`config.mk`:
```
export PLATFORM = sky130hd
export DESIGN_NAME = sadc_sequencer
export DESIGN_NICKNAME = d
export VERILOG_FILES = /design/src/verilog/sadc_pkg.sv /design/src/verilog/sadc_sequencer.sv
export SDC_FILE = /design/constraint.sdc
export NUM_CORES = 1
export LEC_CHECK = 0
export BUFFER_PORTS_ARGS = -buffer_cell sky130_fd_sc_hd__buf_2
export CORE_UTILIZATION = 35
export DETAILED_ROUTE_END_ITERATION = 8
export PLACE_DENSITY = 0.52
export SYNTH_ARGS = -nofsm -noshare
export SYNTH_HDL_FRONTEND = slang
export SYNTH_SLANG_ARGS = --single-unit
```
`constraint.sdc`:
```
create_clock -name hclk -period 4.2 [get_ports hclk]
set_input_delay 1.05 -clock hclk [delete_from_list [all_inputs] [get_ports hclk]]
set_output_delay 1.05 -clock hclk [all_outputs]
set_load 0.005 [all_outputs]
```
`src/verilog/sadc_pkg.sv`:
```
// Package: register map, field layout, reset values and timing constants of the converter sequencer
package sadc_pkg;

   // ------------------------------------------------------------
   // Register byte offsets
   // ------------------------------------------------------------
   localparam logic [7:0] OFS_CTRL0 = 8'h00;
   localparam logic [7:0] OFS_CTRL1 = 8'h04;
   localparam logic [7:0] OFS_TIMING = 8'h08;
   localparam logic [7:0] OFS_RES_HIGH = 8'h0C;
   localparam logic [7:0] OFS_RES_LOW = 8'h10;
   localparam logic [7:0] OFS_FLAGS = 8'h14;

   // ------------------------------------------------------------
   // Field positions
   // ------------------------------------------------------------
   localparam int CTRL0_ENABLE_BIT = 0;
   localparam int CTRL0_GO_BIT = 1;
   localparam int CTRL0_CHAN_LSB = 2;
   localparam int CTRL1_POS_REF_BIT = 4;
   localparam int CTRL1_NEG_REF_BIT = 5;
   localparam int TIMING_CLK_LSB = 0;
   localparam int TIMING_ACQ_LSB = 3;
   localparam int TIMING_JUSTIFY_BIT = 7;
   localparam int FLAGS_DONE_BIT = 0;
   localparam int FLAGS_IRQ_EN_BIT = 1;

   // ------------------------------------------------------------
   // Reset values
   // ------------------------------------------------------------
   localparam logic [7:0] RST_CTRL0 = 8'h00;
   localparam logic [7:0] RST_CTRL1 = 8'h00;
   localparam logic [7:0] RST_TIMING = 8'h00;
   localparam logic [1:0] RST_FLAGS = 2'h0;

   // ------------------------------------------------------------
   // Timing
   // ------------------------------------------------------------
   localparam int CLK_PERIOD_PS = 5000;
   // One instruction cycle is four oscillator periods
   localparam int INSTR_CYCLE_PS = 4 * CLK_PERIOD_PS;
   localparam int INSTR_CYCLES = (INSTR_CYCLE_PS + CLK_PERIOD_PS - 1) / CLK_PERIOD_PS;
   localparam int CONV_TADS = 11;
   localparam int POST_WAIT_TADS = 2;
   localparam int RESULT_BITS = 10;

   localparam logic [2:0] ACQ_NONE = 3'h0;

   typedef enum logic [2:0] {
      SADC_IDLE = 3'b000,
      SADC_ACQ = 3'b001,
      SADC_CONV = 3'b010,
      SADC_WAIT = 3'b011
   } sadc_state_t;

endpackage

```
`src/verilog/sadc_sequencer.sv`:
```
// Module: converter sequencer with AHB-Lite register slave and successive-approximation control
`timescale 1ns/100ps
`default_nettype none

// How it works
// - Result format bit set gives right-justified result, clear gives left-justified.
// - Acquisition field decodes to 0,2,4,6,8,12,16,20 conversion-clock periods.
// - Clock field selects sysclk/2,/8,/32,/4,/16,/64, or the local RC clock.
// - RC clock source waits one instruction cycle before conversion clock runs.
// - Software picks reference as supply rails or dedicated reference pins.
// - Conversion continues in sleep only when the RC clock is selected.
// - Result found by successive approximation, one bit per conversion-clock period.
// - Any reset clears control and flag registers, disables converter, aborts conversion.
// - Completion loads result, clears start/busy bit, sets done flag.
// - Result registers keep their content across reset; undefined at power-up.
// - Nonzero acquisition field: sample programmed periods after start, then convert.
// - Acquisition field zero: start stops sampling and converts at once.
// - After each conversion sampling of the selected channel resumes by itself.
// - Busy bit stays set through acquisition and conversion, no phase indication.
// - One 10-bit conversion takes eleven conversion-clock periods.
// - At least two conversion-clock periods pass after conversion before acquisition.
// - Holding capacitor disconnected from input from conversion start to its end.
// - Enable bit gates all operation; channel field selects inputs 0 to 10.
// - Reference select bits choose pin or supply for negative and positive reference.
// - Clearing busy bit mid-conversion aborts; result keeps last completed or written value.
module sadc_sequencer #(
   parameter int RESULT_W = 10
) (
   input wire logic hclk,
   input wire logic hresetn,
   input wire logic hsel,
   input wire logic [7:0] haddr,
   input wire logic [1:0] htrans,
   input wire logic hwrite,
   input wire logic [2:0] hsize,
   input wire logic [31:0] hwdata,
   input wire logic hready,
   output logic [31:0] hrdata,
   output logic hreadyout,
   output logic hresp,
   input wire logic local_rc_clock,
   input wire logic sys_sleep,
   input wire logic comp_high,
   output logic sample_en,
   output logic trial_strobe,
   output logic [RESULT_W-1:0] trial_code,
   output logic [3:0] channel_sel,
   output logic neg_ref_sel,
   output logic pos_ref_sel,
   output logic converter_enable,
   output logic conv_done_flag
);

   // ------------------------------------------------------------
   // Decoding helpers
   // ------------------------------------------------------------
   function automatic logic [4:0] acq_tads(input logic [2:0] sel);
      case (sel)
         3'h1: acq_tads = 5'h02;
         3'h2: acq_tads = 5'h04;
         3'h3: acq_tads = 5'h06;
         3'h4: acq_tads = 5'h08;
         3'h5: acq_tads = 5'h0C;
         3'h6: acq_tads = 5'h10;
         3'h7: acq_tads = 5'h14;
         default: acq_tads = 5'h00;
      endcase
   endfunction

   // Sysclk periods per conversion-clock period; zero means RC source
   function automatic logic [6:0] clk_div(input logic [2:0] sel);
      case (sel)
         3'h0: clk_div = 7'h02;
         3'h1: clk_div = 7'h08;
         3'h2: clk_div = 7'h20;
         3'h4: clk_div = 7'h04;
         3'h5: clk_div = 7'h10;
         3'h6: clk_div = 7'h40;
         default: clk_div = 7'h00;
      endcase
   endfunction

   // ------------------------------------------------------------
   // Registers
   // ------------------------------------------------------------
   logic go_busy;
   logic neg_ref;
   logic pos_ref;
   logic right_justify;
   logic [2:0] acq_time_sel;
   logic [2:0] conv_clk_sel;
   logic irq_en;
   logic [7:0] result_high_byte;
   logic [7:0] result_low_byte;
   logic [3:0] chan;
   logic enable;
   logic done_flag;

   sadc_pkg::sadc_state_t state;
   logic [4:0] tad_cnt;
   logic [6:0] div_cnt;
   logic [2:0] rc_hold;
   logic tick;
   logic [RESULT_W-1:0] sar;
   logic [RESULT_W-1:0] trial_bit;
   logic [RESULT_W-1:0] sar_final;
   logic conv_end;
   logic abort;
   logic start;

   // ------------------------------------------------------------
   // AHB-Lite slave, zero wait states
   // ------------------------------------------------------------
   logic dp_write;
   logic [7:0] dp_addr;
   logic ap_valid;
   logic [7:0] rd_mux;
   logic wr_ctrl0;
   logic wr_ctrl1;
   logic wr_timing;
   logic wr_res_high;
   logic wr_res_low;
   logic wr_flags;

   assign ap_valid = hsel & htrans[1] & hready;
   assign hreadyout = 1'b1;
   assign hresp = 1'b0;

   always_ff @(posedge hclk or negedge hresetn) begin
      if (!hresetn) begin
         dp_write <= 1'b0;
         dp_addr <= 8'h00;
      end else begin
         dp_write <= ap_valid & hwrite;
         dp_addr <= haddr;
      end
   end

   assign wr_ctrl0 = dp_write && dp_addr == sadc_pkg::OFS_CTRL0;
   assign wr_ctrl1 = dp_write && dp_addr == sadc_pkg::OFS_CTRL1;
   assign wr_timing = dp_write && dp_addr == sadc_pkg::OFS_TIMING;
   assign wr_res_high = dp_write && dp_addr == sadc_pkg::OFS_RES_HIGH;
   assign wr_res_low = dp_write && dp_addr == sadc_pkg::OFS_RES_LOW;
   assign wr_flags = dp_write && dp_addr == sadc_pkg::OFS_FLAGS;

   // Read data chosen in the address phase, presented from flops in the data phase
   always_comb begin
      case (haddr)
         sadc_pkg::OFS_CTRL0: rd_mux = {2'h0, chan, go_busy, enable};
         sadc_pkg::OFS_CTRL1: rd_mux = {2'h0, neg_ref, pos_ref, 4'h0};
         sadc_pkg::OFS_TIMING: rd_mux = {right_justify, 1'b0, acq_time_sel, conv_clk_sel};
         sadc_pkg::OFS_RES_HIGH: rd_mux = result_high_byte;
         sadc_pkg::OFS_RES_LOW: rd_mux = result_low_byte;
         sadc_pkg::OFS_FLAGS: rd_mux = {6'h00, irq_en, done_flag};
         default: rd_mux = 8'h00;
      endcase
   end

   always_ff @(posedge hclk or negedge hresetn) begin
      if (!hresetn) begin
         hrdata <= 32'h0000_0000;
      end else if (ap_valid && !hwrite) begin
         hrdata <= {24'h00_0000, rd_mux};
      end
   end

   // ------------------------------------------------------------
   // Control registers
   // ------------------------------------------------------------
   always_ff @(posedge hclk or negedge hresetn) begin
      if (!hresetn) begin
         enable <= sadc_pkg::RST_CTRL0[sadc_pkg::CTRL0_ENABLE_BIT];
         chan <= sadc_pkg::RST_CTRL0[sadc_pkg::CTRL0_CHAN_LSB +: 4];
      end else if (wr_ctrl0) begin
         enable <= hwdata[sadc_pkg::CTRL0_ENABLE_BIT];
         chan <= hwdata[sadc_pkg::CTRL0_CHAN_LSB +: 4];
      end
   end

   always_ff @(posedge hclk or negedge hresetn) begin
      if (!hresetn) begin
         neg_ref <= sadc_pkg::RST_CTRL1[sadc_pkg::CTRL1_NEG_REF_BIT];
         pos_ref <= sadc_pkg::RST_CTRL1[sadc_pkg::CTRL1_POS_REF_BIT];
      end else if (wr_ctrl1) begin
         neg_ref <= hwdata[sadc_pkg::CTRL1_NEG_REF_BIT];
         pos_ref <= hwdata[sadc_pkg::CTRL1_POS_REF_BIT];
      end
   end

   always_ff @(posedge hclk or negedge hresetn) begin
      if (!hresetn) begin
         right_justify <= sadc_pkg::RST_TIMING[sadc_pkg::TIMING_JUSTIFY_BIT];
         acq_time_sel <= sadc_pkg::RST_TIMING[sadc_pkg::TIMING_ACQ_LSB +: 3];
         conv_clk_sel <= sadc_pkg::RST_TIMING[sadc_pkg::TIMING_CLK_LSB +: 3];
      end else if (wr_timing) begin
         right_justify <= hwdata[sadc_pkg::TIMING_JUSTIFY_BIT];
         acq_time_sel <= hwdata[sadc_pkg::TIMING_ACQ_LSB +: 3];
         conv_clk_sel <= hwdata[sadc_pkg::TIMING_CLK_LSB +: 3];
      end
   end

   // Start/busy bit: a start written together with the enable is ignored
   assign start = wr_ctrl0 && hwdata[sadc_pkg::CTRL0_GO_BIT] && enable && !go_busy;
   assign abort = go_busy && ((wr_ctrl0 && !hwdata[sadc_pkg::CTRL0_GO_BIT]) || !enable);

   always_ff @(posedge hclk or negedge hresetn) begin
      if (!hresetn) begin
         go_busy <= sadc_pkg::RST_CTRL0[sadc_pkg::CTRL0_GO_BIT];
      end else if (conv_end || abort) begin
         go_busy <= 1'b0;
      end else if (start) begin
         go_busy <= 1'b1;
      end
   end

   // Hardware set wins over a software clear in the same cycle
   always_ff @(posedge hclk or negedge hresetn) begin
      if (!hresetn) begin
         done_flag <= sadc_pkg::RST_FLAGS[sadc_pkg::FLAGS_DONE_BIT];
         irq_en <= sadc_pkg::RST_FLAGS[sadc_pkg::FLAGS_IRQ_EN_BIT];
      end else begin
         if (conv_end) begin
            done_flag <= 1'b1;
         end else if (wr_flags) begin
            done_flag <= hwdata[sadc_pkg::FLAGS_DONE_BIT];
         end
         if (wr_flags) begin
            irq_en <= hwdata[sadc_pkg::FLAGS_IRQ_EN_BIT];
         end
      end
   end

   // Result pair has no reset on purpose: content survives any reset
   always_ff @(posedge hclk) begin
      if (conv_end) begin
         if (right_justify) begin
            result_high_byte <= {6'h00, sar_final[9:8]};
            result_low_byte <= sar_final[7:0];
         end else begin
            result_high_byte <= sar_final[9:2];
            result_low_byte <= {sar_final[1:0], 6'h00};
         end
      end else begin
         if (wr_res_high) begin
            result_high_byte <= hwdata[7:0];
         end
         if (wr_res_low) begin
            result_low_byte <= hwdata[7:0];
         end
      end
   end

   // ------------------------------------------------------------
   // Conversion clock
   // ------------------------------------------------------------
   logic rc_meta;
   logic rc_sync;
   logic rc_prev;
   logic rc_src;
   logic [6:0] div_n;

   assign div_n = clk_div(conv_clk_sel);
   assign rc_src = div_n == 7'h00;

   always_ff @(posedge hclk or negedge hresetn) begin
      if (!hresetn) begin
         rc_meta <= 1'b0;
         rc_sync <= 1'b0;
         rc_prev <= 1'b0;
      end else begin
         rc_meta <= local_rc_clock;
         rc_sync <= rc_meta;
         rc_prev <= rc_sync;
      end
   end

   // Divider restarts at each start so the first period is whole
   always_ff @(posedge hclk or negedge hresetn) begin
      if (!hresetn) begin
         div_cnt <= 7'h00;
         rc_hold <= 3'h0;
      end else if (state == sadc_pkg::SADC_IDLE) begin
         div_cnt <= 7'h00;
         rc_hold <= 3'(sadc_pkg::INSTR_CYCLES);
      end else begin
         if (rc_hold != 3'h0) begin
            rc_hold <= rc_hold - 3'h1;
         end
         // System divider halts while asleep; only the RC source keeps running
         if (!sys_sleep) begin
            div_cnt <= (div_cnt == div_n - 7'h01) ? 7'h00 : div_cnt + 7'h01;
         end
      end
   end

   always_comb begin
      if (state == sadc_pkg::SADC_IDLE) begin
         tick = 1'b0;
      end else if (rc_src) begin
         tick = rc_hold == 3'h0 && rc_sync && !rc_prev;
      end else begin
         tick = !sys_sleep && div_cnt == div_n - 7'h01;
      end
   end

   // ------------------------------------------------------------
   // Sequencer
   // ------------------------------------------------------------
   assign conv_end = state == sadc_pkg::SADC_CONV && tick && !abort &&
      tad_cnt == 5'(sadc_pkg::CONV_TADS - 1);

   always_ff @(posedge hclk or negedge hresetn) begin
      if (!hresetn) begin
         state <= sadc_pkg::SADC_IDLE;
         tad_cnt <= 5'h00;
      end else if (!enable) begin
         state <= sadc_pkg::SADC_IDLE;
         tad_cnt <= 5'h00;
      end else begin
         case (state)
            sadc_pkg::SADC_IDLE: begin
               tad_cnt <= 5'h00;
               // A start written during the post-conversion wait is taken here
               if (start || go_busy) begin
                  if (acq_time_sel == sadc_pkg::ACQ_NONE) begin
                     state <= sadc_pkg::SADC_CONV;
                  end else begin
                     state <= sadc_pkg::SADC_ACQ;
                  end
               end
            end
            sadc_pkg::SADC_ACQ: begin
               if (abort) begin
                  state <= sadc_pkg::SADC_WAIT;
                  tad_cnt <= 5'h00;
               end else if (tick) begin
                  if (tad_cnt == acq_tads(acq_time_sel) - 5'h01) begin
                     state <= sadc_pkg::SADC_CONV;
                     tad_cnt <= 5'h00;
                  end else begin
                     tad_cnt <= tad_cnt + 5'h01;
                  end
               end
            end
            sadc_pkg::SADC_CONV: begin
               if (abort || conv_end) begin
                  state <= sadc_pkg::SADC_WAIT;
                  tad_cnt <= 5'h00;
               end else if (tick) begin
                  tad_cnt <= tad_cnt + 5'h01;
               end
            end
            sadc_pkg::SADC_WAIT: begin
               if (tick) begin
                  if (tad_cnt == 5'(sadc_pkg::POST_WAIT_TADS - 1)) begin
                     state <= sadc_pkg::SADC_IDLE;
                     tad_cnt <= 5'h00;
                  end else begin
                     tad_cnt <= tad_cnt + 5'h01;
                  end
               end
            end
            default: begin
               state <= sadc_pkg::SADC_IDLE;
               tad_cnt <= 5'h00;
            end
         endcase
      end
   end

   // Last decision must join the word in the same edge that loads the result
   assign sar_final = comp_high ? (sar | trial_bit) : sar;

   // Successive approximation: first period settles, then one bit per period
   always_ff @(posedge hclk or negedge hresetn) begin
      if (!hresetn) begin
         sar <= '0;
         trial_bit <= '0;
         trial_code <= '0;
         trial_strobe <= 1'b0;
      end else begin
         trial_strobe <= 1'b0;
         if (state != sadc_pkg::SADC_CONV) begin
            sar <= '0;
            trial_bit <= '0;
         end else if (tick && !abort) begin
            if (tad_cnt == 5'h00) begin
               trial_bit <= {1'b1, {(RESULT_W-1){1'b0}}};
               trial_code <= {1'b1, {(RESULT_W-1){1'b0}}};
               trial_strobe <= 1'b1;
            end else begin
               if (comp_high) begin
                  sar <= sar | trial_bit;
               end
               trial_bit <= trial_bit >> 1;
               if (trial_bit[0] == 1'b0) begin
                  trial_code <= sar_final | (trial_bit >> 1);
                  trial_strobe <= 1'b1;
               end
            end
         end
      end
   end

   // ------------------------------------------------------------
   // Outputs
   // ------------------------------------------------------------
   // Hold capacitor tracks the input only while idle or acquiring
   always_ff @(posedge hclk or negedge hresetn) begin
      if (!hresetn) begin
         sample_en <= 1'b0;
      end else begin
         sample_en <= enable && (next_sampling(state, start || go_busy, acq_time_sel));
      end
   end

   function automatic logic next_sampling(input sadc_pkg::sadc_state_t st, input logic go,
      input logic [2:0] acq);
      next_sampling = (st == sadc_pkg::SADC_IDLE && !(go && acq == sadc_pkg::ACQ_NONE)) ||
         st == sadc_pkg::SADC_ACQ;
   endfunction

   assign channel_sel = chan;
   assign neg_ref_sel = neg_ref;
   assign pos_ref_sel = pos_ref;
   assign converter_enable = enable;
   assign conv_done_flag = done_flag;

endmodule

`default_nettype wire

```
==> flow_summary.yaml <==
routing:
  initialDrtViolationCount: 209
  firstDrtPassIters: 5
  wire_per_inst_um: 16.53
  number_of_vias_in_the_routed_layout: 3961
  drc: 0
  route.final.wire_length_mm: 12.45
  route.detailed.vias_per_inst: 5.260
  final_antenna_net_count: 0
logic_synthesis:
  async_flop_share_pct: 84.31
  xor_xnor_share_of_the_synthesized_area_pct: 1.791
  synth_compound_area_share_pct: 19.89
  post_synth_main_area_contributors: "dfrtp_1 (40%), edfxtp_1 (8.9%), o21ai_0 (5.5%), buf_4 (3.8%), mux2_2 (3.8%)"
  synth_fa_ha_area_share_pct: 3.489
  post-synth-top-area-fraction_pct: 40.01
  synth_top_cell_by_area: "dfrtp_1"
  syn_avg_cell_area_um2: 10.28
  synth_edf_count: 16
  yosys.area_share.simple_pct: 13.89
  synthFlopType: "dfrtp_1"
  synthesis.instances: 523
  synth_top_family_by_area: "compound AO/OA/AOI/OAI gates"
  synth_sequential_area_ratio_pct: 48.94
  yosys_warning_count: 0
  synth-seq-cells: 102
  synth.mux.area_fraction_pct: 5.071
  synth.distinct_cells: 65
  netlist_area_um2: 5379
power_and_ir_drop:
  fin_total_pwr_w: 0.002484
  comb_power_share_pct: 21.7
  switchingPower_w: 0.0007929
  power.leakage_nw: 2.858
  p_int_w: 0.001691
  power.density_cell_area_nw_per_um2: 416.0
  share_clk_of_total_power_pct: 32.9
  switching_share_pct: 31.92
  peakVddDrop_uv: 184.5
  seqPwrFrac_pct: 45.5
cts:
  clock_path_buffers: 2
  clk_root_buffer_cell: "clkbuf_16"
  clk_pin_slew_ns: 0.07
  cts_setup_buffers: 0
  cts_buffers: 9
  worstSkewPairLatency_ns: 0.35
  post_cts_resize_count: 0
  clkSinkCount: 102
  tritoncts_clock_tree: "built"
  holdBufCountCts: 0
  h_tree_level_count: 3
run_status:
  status: "completed"
sta:
  rsz0062_at_grt: "no"
  timing.setup.tns_ns: 0
  final.min_clock_period_ns: 3.652
  setup_viol: 0
  fin_crit_sh_pct: 86.95
  worst_case_headroom_to_the_max_slew_limit_pct: 25.39
  finalClockSkew_ns: 0.004805
  hold_violations: 0
  drv_slew: 0
  worst_hold_slack_ns: 0.3492
  worst_slew_pin_slew_ns: 1.108
  max_freq_mhz: 273.8
global_route:
  vias_in_the_first_global_route: 3920
  global_route.usage.met1_pct: 23.66
  busiest_layer: "met2"
  grt_pass1_wl_mm: 20.84
  grtUsageMet3_pct: 3.653
  grt_remaining_overflow: 0
  grt_util_all_layers_pct: 16.73
  antenna_found_initial: 0
  met2_track_demand_over_resource_in_global_routing_pct: 25.09
  grt_start_max_net_pins: 65
placement:
  placement.io_buffers: 52
  post-dp-hpwl_mm: 9.146
  dpl.cell_count: 737
  globalplace.congestion: 0.7747
critical_path:
  worstSetupEndpointType: "flip-flop"
  slowest_stage: "o21ai_0"
  critical_path.startpoint: "conv_clk_sel[1]$_DFFE_PN0P_"
  arrival_time_of_the_worst_setup_path_ns: 3.62
  worst-setup-path-type: "reg2reg"
  reg2reg_from: "conv_clk_sel[1]$_DFFE_PN0P_"
  path_delay_family: "simple AND/OR/NAND/NOR gates"
  cp_num_buf_inv: 0
  setup.worst_path.start_class: "flip-flop"
  timing.critical_path.cells: "or3_4 > ha_1 > nor3b_1 > nor4_1 > o32ai_2 > o31ai_4 > nand3_1 > o21ai_0"
  critical_path.max_stage_delay_ns: 0.54
  cp_data_required_time_ns: 4.17
  critical_path_peak_fanout: 12
finish:
  design.final.nets: 632
  diodes: 0
  area_of_the_multi_input_gates_um2: 2471
  final.fill_count: 1422
  area.sequential_um2: 2633
  area_growth_pct: 11.00
  layoutNonFillerInstCount: 753
  finalCoreUtilization_pct: 40.47
  layout-drive-gt1-share_pct: 17.05
floorplanning:
  die_area_um2: 15870
  die-height_um: 126.0
  std_cell_rows: 44
  pin_count: 107
  design.core.area_um2: 14750
  fp.dieW_um: 126.0
  floorplan.initialDensity_pct: 36.46
flow_run:
  maxCapViolCount: 0
worst_hold_path:
  timing.hold.worst.start: "rc_meta$_DFF_PN0_"
  hold_path.class: "reg2reg"
kinds of logic (layout without fill, tap and decap cells):
logic type | after synthesis | count (layout)
adders and majority gates | 15 | 15
AOI/OAI and AO/OA | 155 | 155
and+or+nand+nor | 147 | 147
DFF | 102 | 102
buffers and inverters | 66 | 88
xor gates and xnor gates | 11 | 11
muxes | 25 | 25
other | 2 | 26
Yosys cell counts, drive strengths merged (2+ instances only):
| cell | count |
|---|---|
| o31a | 2 |
| or3b | 2 |
| nand3 | 10 |
| buf | 30 |
| a21o | 11 |
| o211a | 10 |
| nor4b | 3 |
| nand2 | 52 |
| a31oi | 3 |
| xnor2 | 5 |
| and2 | 3 |
| nor3b | 4 |
| nand2b | 8 |
| a21boi | 2 |
| mux2i | 7 |
| mux2 | 18 |
| and4 | 3 |
| edfxtp | 16 |
| clkbuf | 19 |
| o41ai | 2 |
| nor3 | 8 |
| o31ai | 6 |
| a32oi | 6 |
| nand4 | 7 |
| and3 | 5 |
| nor2 | 29 |
| a211o | 2 |
| o21ai | 61 |
| nor4 | 2 |
| a22o | 17 |
| ha | 15 |
| dfrtp | 86 |
| xor2 | 6 |
| inv | 16 |
| nor2b | 6 |
| a22oi | 2 |
| or3 | 3 |
| o211ai | 3 |
| o32a | 2 |
| conb | 2 |
| a21oi | 16 |
final cells by class:
cell class                      count  share of cell area [%]
Multi-Input combinational cell    379                   41.39
Sequential cell                   102                   44.09
Clock buffer                       12                   4.317
Inverter                           17                   1.069
Tap cell                          184                   3.856
Clock inverter                      4                  0.5029
Timing Repair Buffer               55                   4.778
routing by layer:
| layer | wire, um | vias to the layer above |
|---|---|---|
| li1 | - | 1926 |
| met1 | 6050 | 1897 |
| met2 | 5580 | 119 |
| met3 | 567 | 19 |
| met4 | 248 | 0 |
| met5 | 0 | - |
per-stage QoR:
step                setup slack [ns]  instance area [um^2]
floorplan                      1.125                  5469
global placement              0.6414                  5683
detailed placement            0.4872                  5683
CTS                           0.4873                  5971
global route                  0.2252                  5971
finish                        0.5479                  5971
worst paths after layout:
path | endpoint | slack (ns) | cells past startpoint
min in group asynchronous | trial_code[6]$_DFFE_PN0P_ | 0.77 | 1
max reg2reg | result_low_byte[3]$_DFFE_PP_ | 0.55 | 8
max | result_low_byte[3]$_DFFE_PP_ | 0.55 | 8
max in group asynchronous | hrdata[1]$_DFFE_PN0P_ | 2.62 | 2
min reg2reg | rc_sync$_DFF_PN0_ | 0.35 | 0
min | rc_sync$_DFF_PN0_ | 0.35 | 0
registers in the layout, summed over array words and instances, names as in the netlist, 2 cells and up:
name / count
rc_hold: 3
div_cnt: 7
tad_cnt: 5
hrdata: 8
trial_bit: 10
acq_time_sel: 3
sar: 10
dp_addr: 8
result_low_byte: 8
channel_sel: 4
conv_clk_sel: 3
state: 2
result_high_byte: 8
trial_code: 10
power by group through the flow:
| stage | sequential, W | combinational, W | clock, W |
|---|---|---|---|
| after floorplan | 0.00113 | 0.000427 | 0 |
| after global placement | 0.00115 | 0.000525 | 0 |
| after detailed placement | 0.00115 | 0.000538 | 0 |
| after CTS | 0.00113 | 0.000543 | 0.000840 |
| after global routing | 0.00114 | 0.000619 | 0.000875 |
| final | 0.00113 | 0.000538 | 0.000816 |
layout by cell type, fill, tap and decap left out, drive strengths merged, types with 7 or more instances in the layout:
master  Yosys  routed
dfrtp      86      86
o21ai      61      61
buf        30      55
nand2      52      52
nor2       29      29
conb        2      26
mux2       18      18
a22o       17      17
inv        16      16
a21oi      16      16
edfxtp     16      16
ha         15      15
clkbuf     19      12
a21o       11      11
o211a      10      10
nand3      10      10
nand2b      8       8
nor3        8       8
mux2i       7       7
nand4       7       7
(Power assumes the default switching activity.)
